File: src/design/sync_align_pkg.sv
// Constants shared by the sync delay aligner and its sequencer.
// Assumes a register port with word-aligned byte addresses.
package sync_align_pkg;

    // Register byte offsets
    localparam logic [7:0] CTRL_OFFSET = 8'h00;
    localparam logic [7:0] STATUS_OFFSET = 8'h04;
    localparam logic [7:0] DELAY_BASE = 8'h10;
    localparam logic [7:0] CHCFG_BASE = 8'h20;

    // Control register fields
    localparam int CTRL_LIVE_BIT = 0;
    localparam int CTRL_PARALLEL_BIT = 1;
    localparam int CTRL_START_LSB = 4;

    // Status register fields
    localparam int STATUS_BUSY_LSB = 0;
    localparam int STATUS_NEED_LSB = 4;

    // Channel configuration fields
    localparam int CHCFG_RATIO_LSB = 0;
    localparam int CHCFG_NEG_BIT = 4;
    localparam int CHCFG_DECIM_LSB = 8;

    // Widths and limits
    localparam int CHANNELS = 4;
    localparam int RELAYED = 2;
    localparam int DELAY_W = 9;
    localparam logic [8:0] DELAY_MAX = 9'h100;
    localparam logic [7:0] HOLD_MAX = 8'h10;

    // Reset values
    localparam logic [8:0] DELAY_RESET = 9'h000;
    localparam logic [2:0] RATIO_RESET = 3'h1;
    localparam logic [7:0] DECIM_RESET = 8'h04;

    typedef enum logic [2:0] {
        seq_idle,
        seq_arm,
        seq_fire,
        seq_wait,
        seq_done
    } seq_state_type;

endpackage

File: src/design/sync_seq_if.sv
// Handshake between the register logic and one channel's sync sequencer.
// One instance per channel; driven on the single high-speed clock.
`timescale 1ns/1ps
interface sync_seq_if;
    logic start;
    logic [8:0] delay;
    logic busy;
    logic done;
    logic sync_en;
    logic duc_pulse;
    logic ddc_pulse;

    modport ctl (
        output start,
        output delay,
        input busy,
        input done,
        input sync_en,
        input duc_pulse,
        input ddc_pulse
    );
    modport seq (
        input start,
        input delay,
        output busy,
        output done,
        output sync_en,
        output duc_pulse,
        output ddc_pulse
    );
endinterface

File: src/design/sync_pulse_seq.sv
// One channel's sync sequence: enable, up-converter pulse, delay, down-converter pulse.
// Assumes start is a one-cycle pulse and delay stays stable while busy.
`timescale 1ns/1ps
module sync_pulse_seq
    import sync_align_pkg::*;
(
    // Clock and reset
    input wire logic clock,
    input wire logic reset,
    // Control side
    sync_seq_if.seq ctl
);

    seq_state_type state_ff;
    seq_state_type nxt_state;
    logic [8:0] cnt_ff;
    logic [8:0] nxt_cnt;
    logic duc_ff;
    logic ddc_ff;
    logic nxt_duc;
    logic nxt_ddc;

    always_comb begin
        nxt_state = state_ff;
        nxt_cnt = cnt_ff;
        nxt_duc = 1'b0;
        nxt_ddc = 1'b0;
        case (state_ff)
            seq_idle: begin
                // [RULE14] Start arms sync
                if (ctl.start) begin
                    nxt_state = seq_arm;
                end
            end
            seq_arm: begin
                nxt_state = seq_fire;
            end
            seq_fire: begin
                // [RULE10] Up-converter pulses here; with zero delay the down-converter pulses in the same cycle
                nxt_duc = 1'b1;
                nxt_cnt = ctl.delay;
                if (ctl.delay == 9'h000) begin
                    nxt_ddc = 1'b1;
                    nxt_state = seq_done;
                end else begin
                    nxt_state = seq_wait;
                end
            end
            seq_wait: begin
                // [RULE11] Count high-speed cycles
                nxt_cnt = cnt_ff - 9'h001;
                if (cnt_ff == 9'h001) begin
                    nxt_ddc = 1'b1;
                    nxt_state = seq_done;
                end
            end
            seq_done: begin
                nxt_state = seq_idle;
            end
            default: begin
                nxt_state = seq_idle;
            end
        endcase
    end

    always_ff @(posedge clock or posedge reset) begin
        if (reset) begin
            state_ff <= seq_idle;
            cnt_ff <= 9'h000;
            duc_ff <= 1'b0;
            ddc_ff <= 1'b0;
        end else begin
            state_ff <= nxt_state;
            cnt_ff <= nxt_cnt;
            duc_ff <= nxt_duc;
            ddc_ff <= nxt_ddc;
        end
    end

    // [RULE14] Sync disabled on return to idle after done
    assign ctl.sync_en = (state_ff != seq_idle);
    assign ctl.busy = (state_ff != seq_idle);
    assign ctl.done = (state_ff == seq_done);
    assign ctl.duc_pulse = duc_ff;
    assign ctl.ddc_pulse = ddc_ff;

endmodule

File: src/design/sync_delay_aligner.sv
// Sync delay aligner between a down-converter and an up-converter.
// Assumes all converter inputs are synchronous to clock; one clock domain.
// How it works
// [RULE1] Four-channel mode relays I/Q interleaved, one path
// [RULE2] Alignment only via delay between sync pulses
// [RULE3] Parallel mode, decimation over 16 needs sync
// [RULE4] Drive sync onto both converters' channel inputs
// [RULE5] Converters resync channel with fixed latency
// [RULE6] Delay programmable from zero to 256 cycles
// [RULE7] Channels 1-2 latched on divided output clocks
// [RULE8] Relayed channels step by whole divided periods
// [RULE9] Divided clock polarity selectable per relayed channel
// [RULE10] Delay only postpones down-converter sync
// [RULE11] Delay counted in high-speed clock cycles
// [RULE12] Channels 3-4 step by one cycle
// [RULE13] Live update applies new delay immediately; the code ignores a live write's start while the channel's sequencer is busy
// [RULE14] Delay change: enable, pulse both, disable
//
// The address map and the address-and-strobe port were chosen for this implementation.
`timescale 1ns/1ps
module sync_delay_aligner
    import sync_align_pkg::*;
#(
    parameter int DATA_W = 16
) (
    // Clock and reset
    input wire logic clock,
    input wire logic reset,
    // Register port
    input wire logic [7:0] reg_addr,
    input wire logic [31:0] reg_wdata,
    input wire logic reg_wr,
    input wire logic reg_rd,
    output logic [31:0] reg_rdata,
    // Converter sync inputs
    output logic [CHANNELS-1:0] ddc_channel_sync_input,
    output logic [CHANNELS-1:0] duc_channel_sync_input,
    output logic [CHANNELS-1:0] sync_enable,
    // Relayed down-converter data, channels 1 and 2
    input wire logic [RELAYED-1:0] ddc_div_clk,
    input wire logic [RELAYED-1:0][DATA_W-1:0] ddc_i_data,
    input wire logic [RELAYED-1:0][DATA_W-1:0] ddc_q_data,
    // Relayed data toward the up-converter
    output logic [RELAYED-1:0][DATA_W-1:0] duc_i_data,
    output logic [RELAYED-1:0][DATA_W-1:0] duc_q_data,
    output logic [RELAYED-1:0] duc_data_strobe
);

    // Register decode helper: matches the byte address of a channel register
    function automatic logic hit_channel(
        input logic [7:0] addr,
        input logic [7:0] base,
        input int ch
    );
        logic [7:0] want;
        want = base + 8'(ch * 4);
        return addr == want;
    endfunction

    // Control state
    logic live_ff;
    logic parallel_iq_mode_ff;
    logic [CHANNELS-1:0] need_sync_ff;
    logic [CHANNELS-1:0] nxt_need_sync;
    logic [CHANNELS-1:0][8:0] delay_ff;
    logic [CHANNELS-1:0][2:0] ratio_ff;
    logic [CHANNELS-1:0] neg_pol_ff;
    logic [CHANNELS-1:0][7:0] decim_ff;
    logic [31:0] rdata_ff;
    logic [31:0] nxt_rdata;

    // Decoded accesses
    wire ctrl_wr = reg_wr && (reg_addr == CTRL_OFFSET);
    wire ctrl_rd = reg_rd && (reg_addr == CTRL_OFFSET);
    wire status_rd = reg_rd && (reg_addr == STATUS_OFFSET);
    logic [CHANNELS-1:0] delay_wr;
    logic [CHANNELS-1:0] delay_rd;
    logic [CHANNELS-1:0] cfg_wr;
    logic [CHANNELS-1:0] cfg_rd;
    logic [CHANNELS-1:0] start;
    logic [CHANNELS-1:0] busy;
    logic [CHANNELS-1:0] done;
    logic [CHANNELS-1:0] needs_check;
    logic [CHANNELS-1:0][8:0] eff_delay;

    // [RULE6] Clamp to the largest delay
    wire [8:0] wr_delay = (reg_wdata[8:0] > DELAY_MAX) ? DELAY_MAX : reg_wdata[8:0];

    genvar ch;
    generate
        for (ch = 0; ch < CHANNELS; ch++) begin : g_ch
            sync_seq_if link ();

            assign delay_wr[ch] = reg_wr && hit_channel(reg_addr, DELAY_BASE, ch);
            assign delay_rd[ch] = reg_rd && hit_channel(reg_addr, DELAY_BASE, ch);
            assign cfg_wr[ch] = reg_wr && hit_channel(reg_addr, CHCFG_BASE, ch);
            assign cfg_rd[ch] = reg_rd && hit_channel(reg_addr, CHCFG_BASE, ch);

            // [RULE13] Live write starts a resync unless the channel's sequencer is busy
            assign start[ch] = (delay_wr[ch] && live_ff)
                || (ctrl_wr && reg_wdata[CTRL_START_LSB + ch]);

            if (ch < RELAYED) begin : g_relay_delay
                // [RULE8] Drop sub-period part of delay
                assign eff_delay[ch] = delay_ff[ch] & ~((9'h001 << ratio_ff[ch]) - 9'h001);
            end else begin : g_direct_delay
                // [RULE12] Single-cycle delay steps
                assign eff_delay[ch] = delay_ff[ch];
            end

            assign link.start = start[ch];
            assign link.delay = eff_delay[ch];
            assign busy[ch] = link.busy;
            assign done[ch] = link.done;
            assign sync_enable[ch] = link.sync_en;
            // [RULE4] Pulses to both converters
            assign duc_channel_sync_input[ch] = link.duc_pulse;
            assign ddc_channel_sync_input[ch] = link.ddc_pulse;

            // [RULE2] Sequencer sets the offset
            sync_pulse_seq u_seq (
                .clock(clock),
                .reset(reset),
                .ctl(link.seq)
            );

            // [RULE3] Judged on the values being written, so a read right after sees it
            assign needs_check[ch] = (ctrl_wr ? reg_wdata[CTRL_PARALLEL_BIT] : parallel_iq_mode_ff)
                && ((cfg_wr[ch] ? reg_wdata[CHCFG_DECIM_LSB +: 8] : decim_ff[ch]) > HOLD_MAX);

            always_ff @(posedge clock or posedge reset) begin
                if (reset) begin
                    delay_ff[ch] <= DELAY_RESET;
                end else if (delay_wr[ch]) begin
                    delay_ff[ch] <= wr_delay;
                end
            end

            always_ff @(posedge clock or posedge reset) begin
                if (reset) begin
                    ratio_ff[ch] <= RATIO_RESET;
                    neg_pol_ff[ch] <= 1'b0;
                    decim_ff[ch] <= DECIM_RESET;
                end else if (cfg_wr[ch]) begin
                    ratio_ff[ch] <= reg_wdata[CHCFG_RATIO_LSB +: 3];
                    neg_pol_ff[ch] <= reg_wdata[CHCFG_NEG_BIT];
                    decim_ff[ch] <= reg_wdata[CHCFG_DECIM_LSB +: 8];
                end
            end
        end
    endgenerate

    // Set wins over clear: a config change during the last cycle stays flagged
    always_comb begin
        nxt_need_sync = need_sync_ff & ~done;
        if (ctrl_wr || (|cfg_wr)) begin
            nxt_need_sync = nxt_need_sync | needs_check;
        end
    end

    always_ff @(posedge clock or posedge reset) begin
        if (reset) begin
            live_ff <= 1'b0;
            parallel_iq_mode_ff <= 1'b0;
        end else if (ctrl_wr) begin
            live_ff <= reg_wdata[CTRL_LIVE_BIT];
            parallel_iq_mode_ff <= reg_wdata[CTRL_PARALLEL_BIT];
        end
    end

    // Check flag register
    always_ff @(posedge clock or posedge reset) begin
        if (reset) begin
            need_sync_ff <= '0;
        end else begin
            need_sync_ff <= nxt_need_sync;
        end
    end

    // Read mux; unmapped addresses read zero
    always_comb begin
        nxt_rdata = 32'h0000_0000;
        if (ctrl_rd) begin
            nxt_rdata[CTRL_LIVE_BIT] = live_ff;
            nxt_rdata[CTRL_PARALLEL_BIT] = parallel_iq_mode_ff;
        end
        if (status_rd) begin
            nxt_rdata[STATUS_BUSY_LSB +: CHANNELS] = busy;
            nxt_rdata[STATUS_NEED_LSB +: CHANNELS] = need_sync_ff;
        end
        for (int i = 0; i < CHANNELS; i++) begin
            if (delay_rd[i]) begin
                nxt_rdata[8:0] = delay_ff[i];
            end
            if (cfg_rd[i]) begin
                nxt_rdata[CHCFG_RATIO_LSB +: 3] = ratio_ff[i];
                nxt_rdata[CHCFG_NEG_BIT] = neg_pol_ff[i];
                nxt_rdata[CHCFG_DECIM_LSB +: 8] = decim_ff[i];
            end
        end
    end

    always_ff @(posedge clock or posedge reset) begin
        if (reset) begin
            rdata_ff <= 32'h0000_0000;
        end else begin
            rdata_ff <= nxt_rdata;
        end
    end

    assign reg_rdata = rdata_ff;

    // Relay for channels 1 and 2
    genvar r;
    generate
        for (r = 0; r < RELAYED; r++) begin : g_relay
            logic div_prev_ff;
            logic iq_phase_ff;
            logic strobe_ff;
            logic [DATA_W-1:0] i_ff;
            logic [DATA_W-1:0] q_ff;
            logic nxt_iq_phase;
            logic [DATA_W-1:0] nxt_i;
            logic [DATA_W-1:0] nxt_q;

            wire rise = ddc_div_clk[r] && !div_prev_ff;
            wire fall = !ddc_div_clk[r] && div_prev_ff;
            // [RULE9] Polarity picks the latching edge
            wire latch = neg_pol_ff[r] ? fall : rise;

            // [RULE5] Converter restarts I first after sync
            wire phase_reset = ddc_channel_sync_input[r];

            always_comb begin
                nxt_iq_phase = iq_phase_ff;
                nxt_i = i_ff;
                nxt_q = q_ff;
                if (phase_reset) begin
                    nxt_iq_phase = 1'b0;
                end else if (latch) begin
                    // [RULE7] Latch on the divided clock
                    if (parallel_iq_mode_ff) begin
                        nxt_i = ddc_i_data[r];
                        nxt_q = ddc_q_data[r];
                    end else begin
                        // [RULE1] I then Q on one path
                        nxt_i = iq_phase_ff ? ddc_q_data[r] : ddc_i_data[r];
                        nxt_q = '0;
                        nxt_iq_phase = !iq_phase_ff;
                    end
                end
            end

            always_ff @(posedge clock or posedge reset) begin
                if (reset) begin
                    div_prev_ff <= 1'b0;
                    iq_phase_ff <= 1'b0;
                    strobe_ff <= 1'b0;
                    i_ff <= '0;
                    q_ff <= '0;
                end else begin
                    div_prev_ff <= ddc_div_clk[r];
                    iq_phase_ff <= nxt_iq_phase;
                    strobe_ff <= latch && !phase_reset;
                    i_ff <= nxt_i;
                    q_ff <= nxt_q;
                end
            end

            assign duc_i_data[r] = i_ff;
            assign duc_q_data[r] = q_ff;
            assign duc_data_strobe[r] = strobe_ff;
        end
    endgenerate

endmodule

File: config.mk
export PLATFORM = sky130hd
export DESIGN_NAME = sync_delay_aligner
export DESIGN_NICKNAME = d
export VERILOG_FILES = /design/src/design/sync_align_pkg.sv /design/src/design/sync_seq_if.sv /design/src/design/sync_pulse_seq.sv /design/src/design/sync_delay_aligner.sv
export SDC_FILE = /design/constraint.sdc
export NUM_CORES = 1
export LEC_CHECK = 0
export BUFFER_PORTS_ARGS = -buffer_cell sky130_fd_sc_hd__buf_2
export CAP_MARGIN = 15
export CORE_AREA = 3 3 156 158
export CTS_CLUSTER_SIZE = 25
export DETAILED_ROUTE_END_ITERATION = 8
export DIE_AREA = 0 0 159 161
export PLACE_DENSITY = 0.76
export SYNTH_ARGS = -nofsm -noshare
export SYNTH_HDL_FRONTEND = slang
export SYNTH_SLANG_ARGS = --single-unit
export TNS_END_PERCENT = 100
File: constraint.sdc
create_clock -name clock -period 7.2 [get_ports clock]
set_input_delay 0.36 -clock clock [delete_from_list [all_inputs] [get_ports clock]]
set_output_delay 0.36 -clock clock [all_outputs]
set_load 0.01 [all_outputs]
# After elaboration in Yosys (flattened, before gate mapping)
# Index checks and enable logic that the tools add are counted.
[classes] n_addsub=6 magnitude_cmp=5 eq_ne=39 n_shift=2 muxes=75 bitwise_logic=9 reduce_logical=78
[op_table] operator="16-bit two-way mux" n=6
[op_table] operator="8-bit two-way mux" n=9
[op_table] operator="9-bit case mux with 2 select lines" n=4
[op_table] operator="9-bit by 1-bit subtractor with 9-bit output (second input constant)" n=6
[op_table] operator="3-bit two-way mux" n=16
[op_table] operator="3-bit case mux with 4 select lines" n=4
[op_table] operator="9-bit two-way mux" n=5
[op_table] operator="1-bit logical AND" n=37
[op_table] operator="9-bit by 1-bit == test with 1-bit output (second input constant)" n=4
[op_table] operator="9-bit logical NOT" n=4
[op_table] operator="8-bit by 5-bit == test with 1-bit output (second input constant)" n=4
[op_table] operator="8-bit by 6-bit == test with 1-bit output (second input constant)" n=4
[op_table] operator="8-bit by 5-bit greater-than comparator with 1-bit output (second input constant)" n=4
[op_table] operator="1-bit two-way mux" n=25
[op_table] operator="3-bit by 2-bit == test with 1-bit output (second input constant)" n=8
[op_table] operator="9-bit AND" n=2
[op_table] operator="9-bit inverter" n=2
[op_table] operator="1-bit by 3-bit left shift with 9-bit output (first input constant)" n=2
[op_table] operator="2-bit AND reduction" n=8
[op_table] operator="3-bit by 1-bit == test with 1-bit output (second input constant)" n=4
[op_table] operator="3-bit == test (second input constant)" n=4
[op_table] operator="3-bit logical NOT" n=4
[op_table] operator="2-bit by 1-bit != test with 1-bit output (second input constant)" n=6
[op_table] operator="2-bit nonzero test" n=6
[op_table] operator="15 further kinds" n=36
[word_totals] register_bits=232 inputBits=110 out_inout_bits=110

# Logic depth before layout (Yosys ltp)
# Gate-level depths: netlist of run 1.
[depth] word_depth=12 ltp_mapped=10 depth_no_buf=8

# Modules after synthesis
# A second synthesis of run 1 with hierarchy kept.
[hier_totals] cells_unflattened=1217 hier_area_um2=11798.8
[by_module_without_submodules] module="sync_delay_aligner" n_inst=1 cells_each=849 area_per_inst_um2=8630.8 seq_area_each_um2=4414.2
[by_module_without_submodules] module="sync_pulse_seq" n_inst=4 cells_each=92 area_per_inst_um2=792.0 seq_area_each_um2=350.3

# Worst setup path before layout of run 1
# OpenSTA, ideal clock, no wires.
[synth_path] path_kind="register to register" from="register ratio_ff[0] (netlist bit)" to="register g_ch[0].u_seq.state_ff[0]" setup_ps=124 t_arrival_ps=2548 t_required_ps=7076 slack_ps=4528 path_stages_with_launch=11 path_buffers=2 period_less_slack_ps=2672 cell_sequence="dfstp_2 -> buf_6 -> inv_1 -> or3_1 -> ha_1 -> buf_2 -> or4b_1 -> and4_4 -> nor4b_2 -> nand4b_1 -> o2bb2ai_1"
[synth_between] elab_chain_cells=7
[synth_rtl] item="start, declared" line="sync_delay_aligner.sv:66" rtl="logic [CHANNELS-1:0][2:0] ratio_ff;"
[synth_rtl] item="start signal, assigned by index" line="sync_delay_aligner.sv:145" rtl="ratio_ff[ch] <= reg_wdata[CHCFG_RATIO_LSB +: 3];"
[synth_rtl] item="1-bit by 3-bit left shift with 9-bit output" line="sync_delay_aligner.sv:105" rtl="assign eff_delay[ch] = delay_ff[ch] & ~((9'h001 << ratio_ff[ch]) - 9'h001);"
[synth_rtl] item="9-bit by 1-bit subtractor with 9-bit output" line="sync_delay_aligner.sv:105"
[synth_rtl] item="9-bit inverter" line="sync_delay_aligner.sv:105"
[synth_rtl] item="9-bit AND" line="sync_delay_aligner.sv:105"
[synth_rtl] item="9-bit logical NOT" line="sync_pulse_seq.sv:42" rtl="if (ctl.delay == 9'h000) begin"
[synth_rtl] item="3-bit two-way mux" line="sync_pulse_seq.sv:42"
[synth_rtl] item="3-bit case mux with 4 select lines" line="sync_pulse_seq.sv:28" rtl="case (state_ff)"
[synth_rtl] item="end signal, assigned" line="sync_pulse_seq.sv:68" rtl="state_ff <= seq_idle;"
[synth_rtl] item="end signal, assigned" line="sync_pulse_seq.sv:73" rtl="state_ff <= nxt_state;"
[synth_rtl] item="end, declared" line="sync_pulse_seq.sv:14" rtl="seq_state_type state_ff;"
# Every way passes these cells.
# A chain may end at the register's enable or synchronous reset.

# Final worst setup path of run 1
[layout_path] from="register ratio_ff[0] (netlist bit)" to="register g_ch[0].u_seq.ddc_ff"
[layout_between] elab_chain_cells=7
[layout_rtl] item="1-bit by 3-bit left shift with 9-bit output" line="sync_delay_aligner.sv:105"
[layout_rtl] item="9-bit by 1-bit subtractor with 9-bit output" line="sync_delay_aligner.sv:105"
[layout_rtl] item="9-bit inverter" line="sync_delay_aligner.sv:105"
[layout_rtl] item="9-bit AND" line="sync_delay_aligner.sv:105"
[layout_rtl] item="9-bit logical NOT" line="sync_pulse_seq.sv:42"
[layout_rtl] item="1-bit two-way mux" line="sync_pulse_seq.sv:42"
[layout_rtl] item="1-bit case mux with 2 select lines" line="sync_pulse_seq.sv:28"
[layout_rtl] item="via g_ch[0].u_seq.nxt_ddc" line="sync_pulse_seq.sv:21" rtl="logic nxt_ddc;"
[layout_rtl] item="end signal, assigned" line="sync_pulse_seq.sv:76" rtl="ddc_ff <= nxt_ddc;"
[layout_rtl] item="end, declared" line="sync_pulse_seq.sv:19" rtl="logic ddc_ff;"
# The timed path passes the listed nets, and every way through them passes these cells.

==> flow_metrics.tcl, run 1 <==
set metrics [dict create \
    outcome "completed" \
    finalWirelength_um 31100 \
    firstDrtPassIters 7 \
    fin_crit_sh 0.410 \
    top_layer_used "met4" \
    design_area_um2 13500 \
    layout_commonest_cell "dfrtp_1" \
    clock_latency_ns 0.53 \
    cts_tree "yes" \
    clock_tree.root_cell "clkbuf_16" \
    maxSlewHeadroom 0.275 \
    layout_common_cells "dfrtp_1, buf_2, nand2_1, mux2_2, nor2_1" \
    fmax_mhz 339 \
    pin_count 220 \
    cp.required_ns 7.62 \
    slowest_delay_ns 0.63 \
    hp-class "in2reg" \
    cts_setup_buffers 0 \
    cp_data_arrival_time_ns 3.37 \
    ys_types 86 \
    synth.avg_cell_area_um2 10.2 \
    cts_made_buffers 26 \
    yosysSeqAreaShare 0.499 \
    worst_slack_ns 4.25 \
    synth_top_flop_cell "dfrtp_1" \
    synthArstFlopShare 1.00 \
    overflow 0 \
    wl_per_cell_um 19.1 \
    hold_viol 0 \
    vdd_drop_max_mv 0.195 \
    post_cts_resized 0 \
    synth_area_um2 11700 \
    antenna_cells 0 \
    row_count 56 \
    setup_tns_ns 0 \
    slew_viol_final 0 \
    grtUsageTotal 0.238 \
    post-place-ws_ns 4.34 \
    design.die.area_um2 25600 \
    grt_pass1_vias 9091 \
    wl_met2_um 14500 \
    drive_gt1_frac 0.270 \
    initial_core_util 0.501 \
    place_congestion 0.937 \
    cap_violations 0 \
    die_w_um 159 \
    cp_top_family "simple AND/OR/NAND/NOR gates" \
    p_per_area_nw_per_um2 279 \
    path_cells "inv_1, or3_1, ha_1, or4b_1, and4_4, nor4b_2, nand4b_1, a21oi_1" \
    clock_path_buffers 3 \
    drt_iter0_drc 993 \
    synthCells 1148 \
    setup_violations 0 \
    dp_hpwl_um 21900 \
    htreeDepth 1 \
    cp_max_fo 10 \
    viasPerCell 5.78 \
    antenna_left 0 \
    nets 1414 \
    crit_path_start_kind "flop" \
    rsz0062_at_grt "false" \
    synth_edf_count 0 \
    cp-end-kind "flop" \
    max_slew.worst_pin.slew_ns 1.08 \
    dr_wl_met3_um 2410 \
    worstSetupPathType "reg2reg" \
    final.min_clock_period_ns 2.95 \
    utilization 0.582 \
    ys_warn_count 0 \
    grt_max_degree 155 \
    cts.sinks 232 \
    crit_buf_inv 1 \
    portBuffers 187 \
    syn2layout_area_growth_pct 16.1 \
    vias 9430 \
    die_h_um 161 \
    final.setup_skew_ns 0.0111 \
    antenna_found_initial 1 \
    synth_seq_cells 232 \
    core_area_um2 23300 \
    clk_pin_slew_ns 0.06 \
    placed_area_um2 12600 \
    grt_pass1_wl_um 50000 \
    power.leakage_nw 6.50 \
    ctsHoldBuffers 2 \
    drcViolationCount 0 \
    drt-met1-wl_um 13400 \
    slowest_stage "dfstp_2" \
]
Yosys cell counts (12+ instances only):
cell,number,area [µm²]
dfrtp_1,224,5610
nand2_1,151,567
mux2_2,83,935
nor2_1,70,263
nand3_1,68,340
o21ai_0,64,320
a21oi_1,52,260
mux2i_1,41,410
clkbuf_1,34,128
buf_4,32,240
inv_1,24,90.1
o22ai_1,22,138
nor2b_1,18,113
buf_2,17,85.1
nor3_1,14,70.1
o211ai_1,13,97.6
a22oi_1,12,90.1
nand2b_1,12,75.1
nor4_1,12,75.1
stage by stage:
stage | power [mW] | hold WS [ns] | std cells
2_1_floorplan | 2.18 | 0.391 | 1163
3_5_place_dp | 2.44 | 0.436 | 1580
4_1_cts | 3.80 | 0.0624 | 1629
5_1_grt | 3.97 | 0.0914 | 1632
3_3_place_gp | 2.41 | 0.428 | 1580
6_report | 3.77 | 0.0887 | 1632
layout make-up:
class                      instances  area [µm²]
clock buffer                      40         825
clock inverter                     7        60.1
fill                            1999        9730
inverter                          26         105
multi-input combinational        813        5300
sequential                       232        5820
tap                              319         399
timing repair buffer             195        1020
power breakdown:
part / internal, mW / switching [mW]
Clock: 0.818 / 0.527
Sequential: 1.49 / 0.162
Combinational: 0.321 / 0.456
Total: 2.62 / 1.14
worst paths after layout:
kind	startpoint	to	slack [ns]	cells past startpoint
worst max-delay path	ratio_ff[0]	g_ch[0].u_seq.ctl.ddc_pulse	4.25	8
worst min-delay path	ddc_q_data[10]	g_relay[0].q_ff[10]	0.09	3
worst max register to register	ratio_ff[0]	g_ch[0].u_seq.ctl.ddc_pulse	4.25	8
worst min register to register	g_ch[0].u_seq.ctl.ddc_pulse	g_relay[0].iq_phase_ff	0.43	1
max in group asynchronous	reset	g_ch[3].u_seq.cnt_ff[7]	5.61	4
min in group asynchronous	reset	g_relay[0].i_ff[10]	0.34	3
sequential cells by signal, summed over array words and instances, names as in the netlist, 12 cells and up:
| register | count |
|---|---|
| g_relay.q_ff | 32 |
| g_ch.u_seq.state_ff | 12 |
| g_ch.link.delay | 18 |
| ratio_ff | 12 |
| decim_ff | 32 |
| delay_ff | 18 |
| reg_rdata | 16 |
| g_relay.i_ff | 32 |
| g_ch.u_seq.cnt_ff | 36 |
tightest hold or removal path, delay by kind of cell:
kind | cells | cell delay (ns)
simple gates | 2 | 0.13
buf+inv | 1 | 0.09
logic make-up (layout without fill, tap and decap cells):
logic type      Yosys count  count (layout)  synth area share
compound gates          235             235             0.130
fa+ha+maj                10              10            0.0107
buf+inv                 118             268            0.0514
mux                     129             129             0.120
flops                   232             232             0.499
simple gates            417             417             0.184
xor+xnor                  6               6           0.00451
other cells               1              16          0.000322
metal layers:
layer | up-vias | GRT usage
li1 | 4386 | -
met1 | 4580 | 0.331
met2 | 407 | 0.384
met3 | 57 | 0.0462
met4 | 0 | 0.0692
met5 | - | 0
(Power assumes the default switching activity.)
==> run 2: changes to the inputs <==
- clock period: 7.2 -> 2.65 ns (I/O delays scaled with it)
==> flow_metrics.tcl, run 2 (synthesized netlist as in run 1, its figures left out) <==
set metrics [dict create \
    drt_iter0_drc 1040 \
    maxSlewHeadroom 0.537 \
    drcViolationCount 0 \
    antenna_cells 0 \
    cp_max_fo 9 \
    outcome "completed" \
    slew_viol_final 0 \
    setup_violations 0 \
    layout_common_cells "dfrtp_1, buf_2, nand2_1, mux2_2, dlygate4sd3_1" \
    slowest_delay_ns 0.53 \
    clock_tree.root_cell "clkbuf_16" \
    hold_viol 0 \
    grtUsageTotal 0.260 \
    power.leakage_nw 6.93 \
    wl_per_cell_um 19.8 \
    die_h_um 161 \
    hp-class "in2reg" \
    path_cells "buf_4, or3_1, ha_2, buf_6, or3b_4, and4_4, nor4b_4, nand4b_1, o2bb2ai_2" \
    clock_latency_ns 0.52 \
    layout_commonest_cell "dfrtp_1" \
    cts.sinks 232 \
    finalWirelength_um 34200 \
    worstSetupPathType "reg2reg" \
    clock_path_buffers 3 \
    vdd_drop_max_mv 0.486 \
    fin_crit_sh 0.953 \
    cp.required_ns 3.04 \
    nets 1514 \
    pin_count 220 \
    drive_gt1_frac 0.271 \
    htreeDepth 1 \
    swShare 0.306 \
    clock_power_share 0.359 \
    cts_tree "yes" \
    grt_pass1_vias 9956 \
    cts_setup_buffers 0 \
    final.min_clock_period_ns 2.52 \
    fmax_mhz 396 \
    final.setup_skew_ns 0.0161 \
    grt_pass1_wl_um 54700 \
    overflow 0 \
    syn2layout_area_growth_pct 24.9 \
    crit_path_start_kind "flop" \
    antenna_found_initial 0 \
    die_w_um 159 \
    grt_max_degree 77 \
    p_seq_frac 0.419 \
    p_total_mw 10.7 \
    row_count 56 \
    top_register "g_ch.u_seq.cnt_ff" \
    place_congestion 0.940 \
    antenna_left 0 \
    initial_core_util 0.501 \
    cp_data_arrival_time_ns 2.92 \
    design.die.area_um2 25600 \
    firstDrtPassIters 5 \
    vias 10100 \
    post-place-ws_ns 0.130 \
    cap_violations 0 \
    slowest_stage "dfstp_2" \
    rsz0062_at_grt "false" \
    comb_power_share 0.223 \
    p_switching_mw 3.26 \
    hold_slack_ns 0.0337 \
    max_slew.worst_pin.slew_ns 0.693 \
    cp-end-kind "flop" \
    largest_reg_flops 36 \
    cts_made_buffers 25 \
    worst_slack_ns 0.126 \
    portBuffers 187 \
    power.internal_mw 7.40 \
    p_per_area_nw_per_um2 732 \
    core_area_um2 23300 \
    viasPerCell 5.83 \
    clk_pin_slew_ns 0.07 \
    dp_hpwl_um 22400 \
]
## run 2: area by class of cell
type                    count  area, µm²
clock inverters            15        220
multi-input cells         813       5330
fillers                  1816       8700
clock buffers              30        694
repair buffers            296       2000
inverters                  26        101
well taps                 319        399
flip-flops and latches    232       5820
## run 2: power by group through the flow
stage | sequential (mW) | clock (mW) | combinational, mW
final | 4.46 | 3.83 | 2.37
after global placement | 4.47 | 0 | 2.15
after detailed placement | 4.50 | 0 | 2.20
after floorplan | 4.51 | 0 | 1.42
after CTS | 4.44 | 3.89 | 2.31
after global routing | 4.52 | 4.04 | 2.62
## run 2: routing by layer
metal  vias up  part of all wire  track usage
met1      4930              0.42        0.352
met2       461              0.47        0.429
met3        97             0.075       0.0462
met5         -                 0            0
li1       4597                 -            -
met4         0             0.036       0.0883
## run 2: repair_timing
item / 4_1_cts / 5_1_grt
gates resized for setup: 0 / 6
endpoints found under the setup margin: 0 / 4
hold endpoints to repair: 124 / 0
hold buffers: 81 / 0
## run 2: worst paths after layout
check	start	end	slack, ns	cells past startpoint
worst max-delay path	ratio_ff[0]	g_ch[0].u_seq.state_ff[0]	0.13	9
worst min-delay path	reg_wdata[0]	ratio_ff[9]	0.03	2
worst max register to register	ratio_ff[0]	g_ch[0].u_seq.state_ff[0]	0.13	9
worst min register to register	g_relay[1].q_ff[15]	g_relay[1].q_ff[15]	0.46	2
max in group asynchronous	reset	ratio_ff[3]	1.53	4
min in group asynchronous	reset	g_ch[0].u_seq.ctl.duc_pulse	0.27	3
## run 2: critical path, delay by kind of cell, from the launching register on
| kind | cells | cell delay (ns) |
|---|---|---|
| AND/OR/NAND/NOR | 5 | 1.24 |
| flip-flops | 1 | 0.53 |
| buffers and inverters | 2 | 0.28 |
| adder cells (fa/ha/maj) | 1 | 0.19 |
| AO/OA/AOI/OAI | 1 | 0.18 |
## run 2: per-stage QoR
step / utilization / TNS, ns / instance area, µm² / std cells
2_1_floorplan: - / -114.67 / 11700 / 1163
3_3_place_gp: 0.551 / 0 / 12800 / 1605
3_5_place_dp: 0.551 / 0 / 12800 / 1605
4_1_cts: 0.625 / 0 / 14500 / 1731
5_1_grt: 0.626 / 0 / 14600 / 1731
6_report: 0.626 / 0 / 14600 / 1731
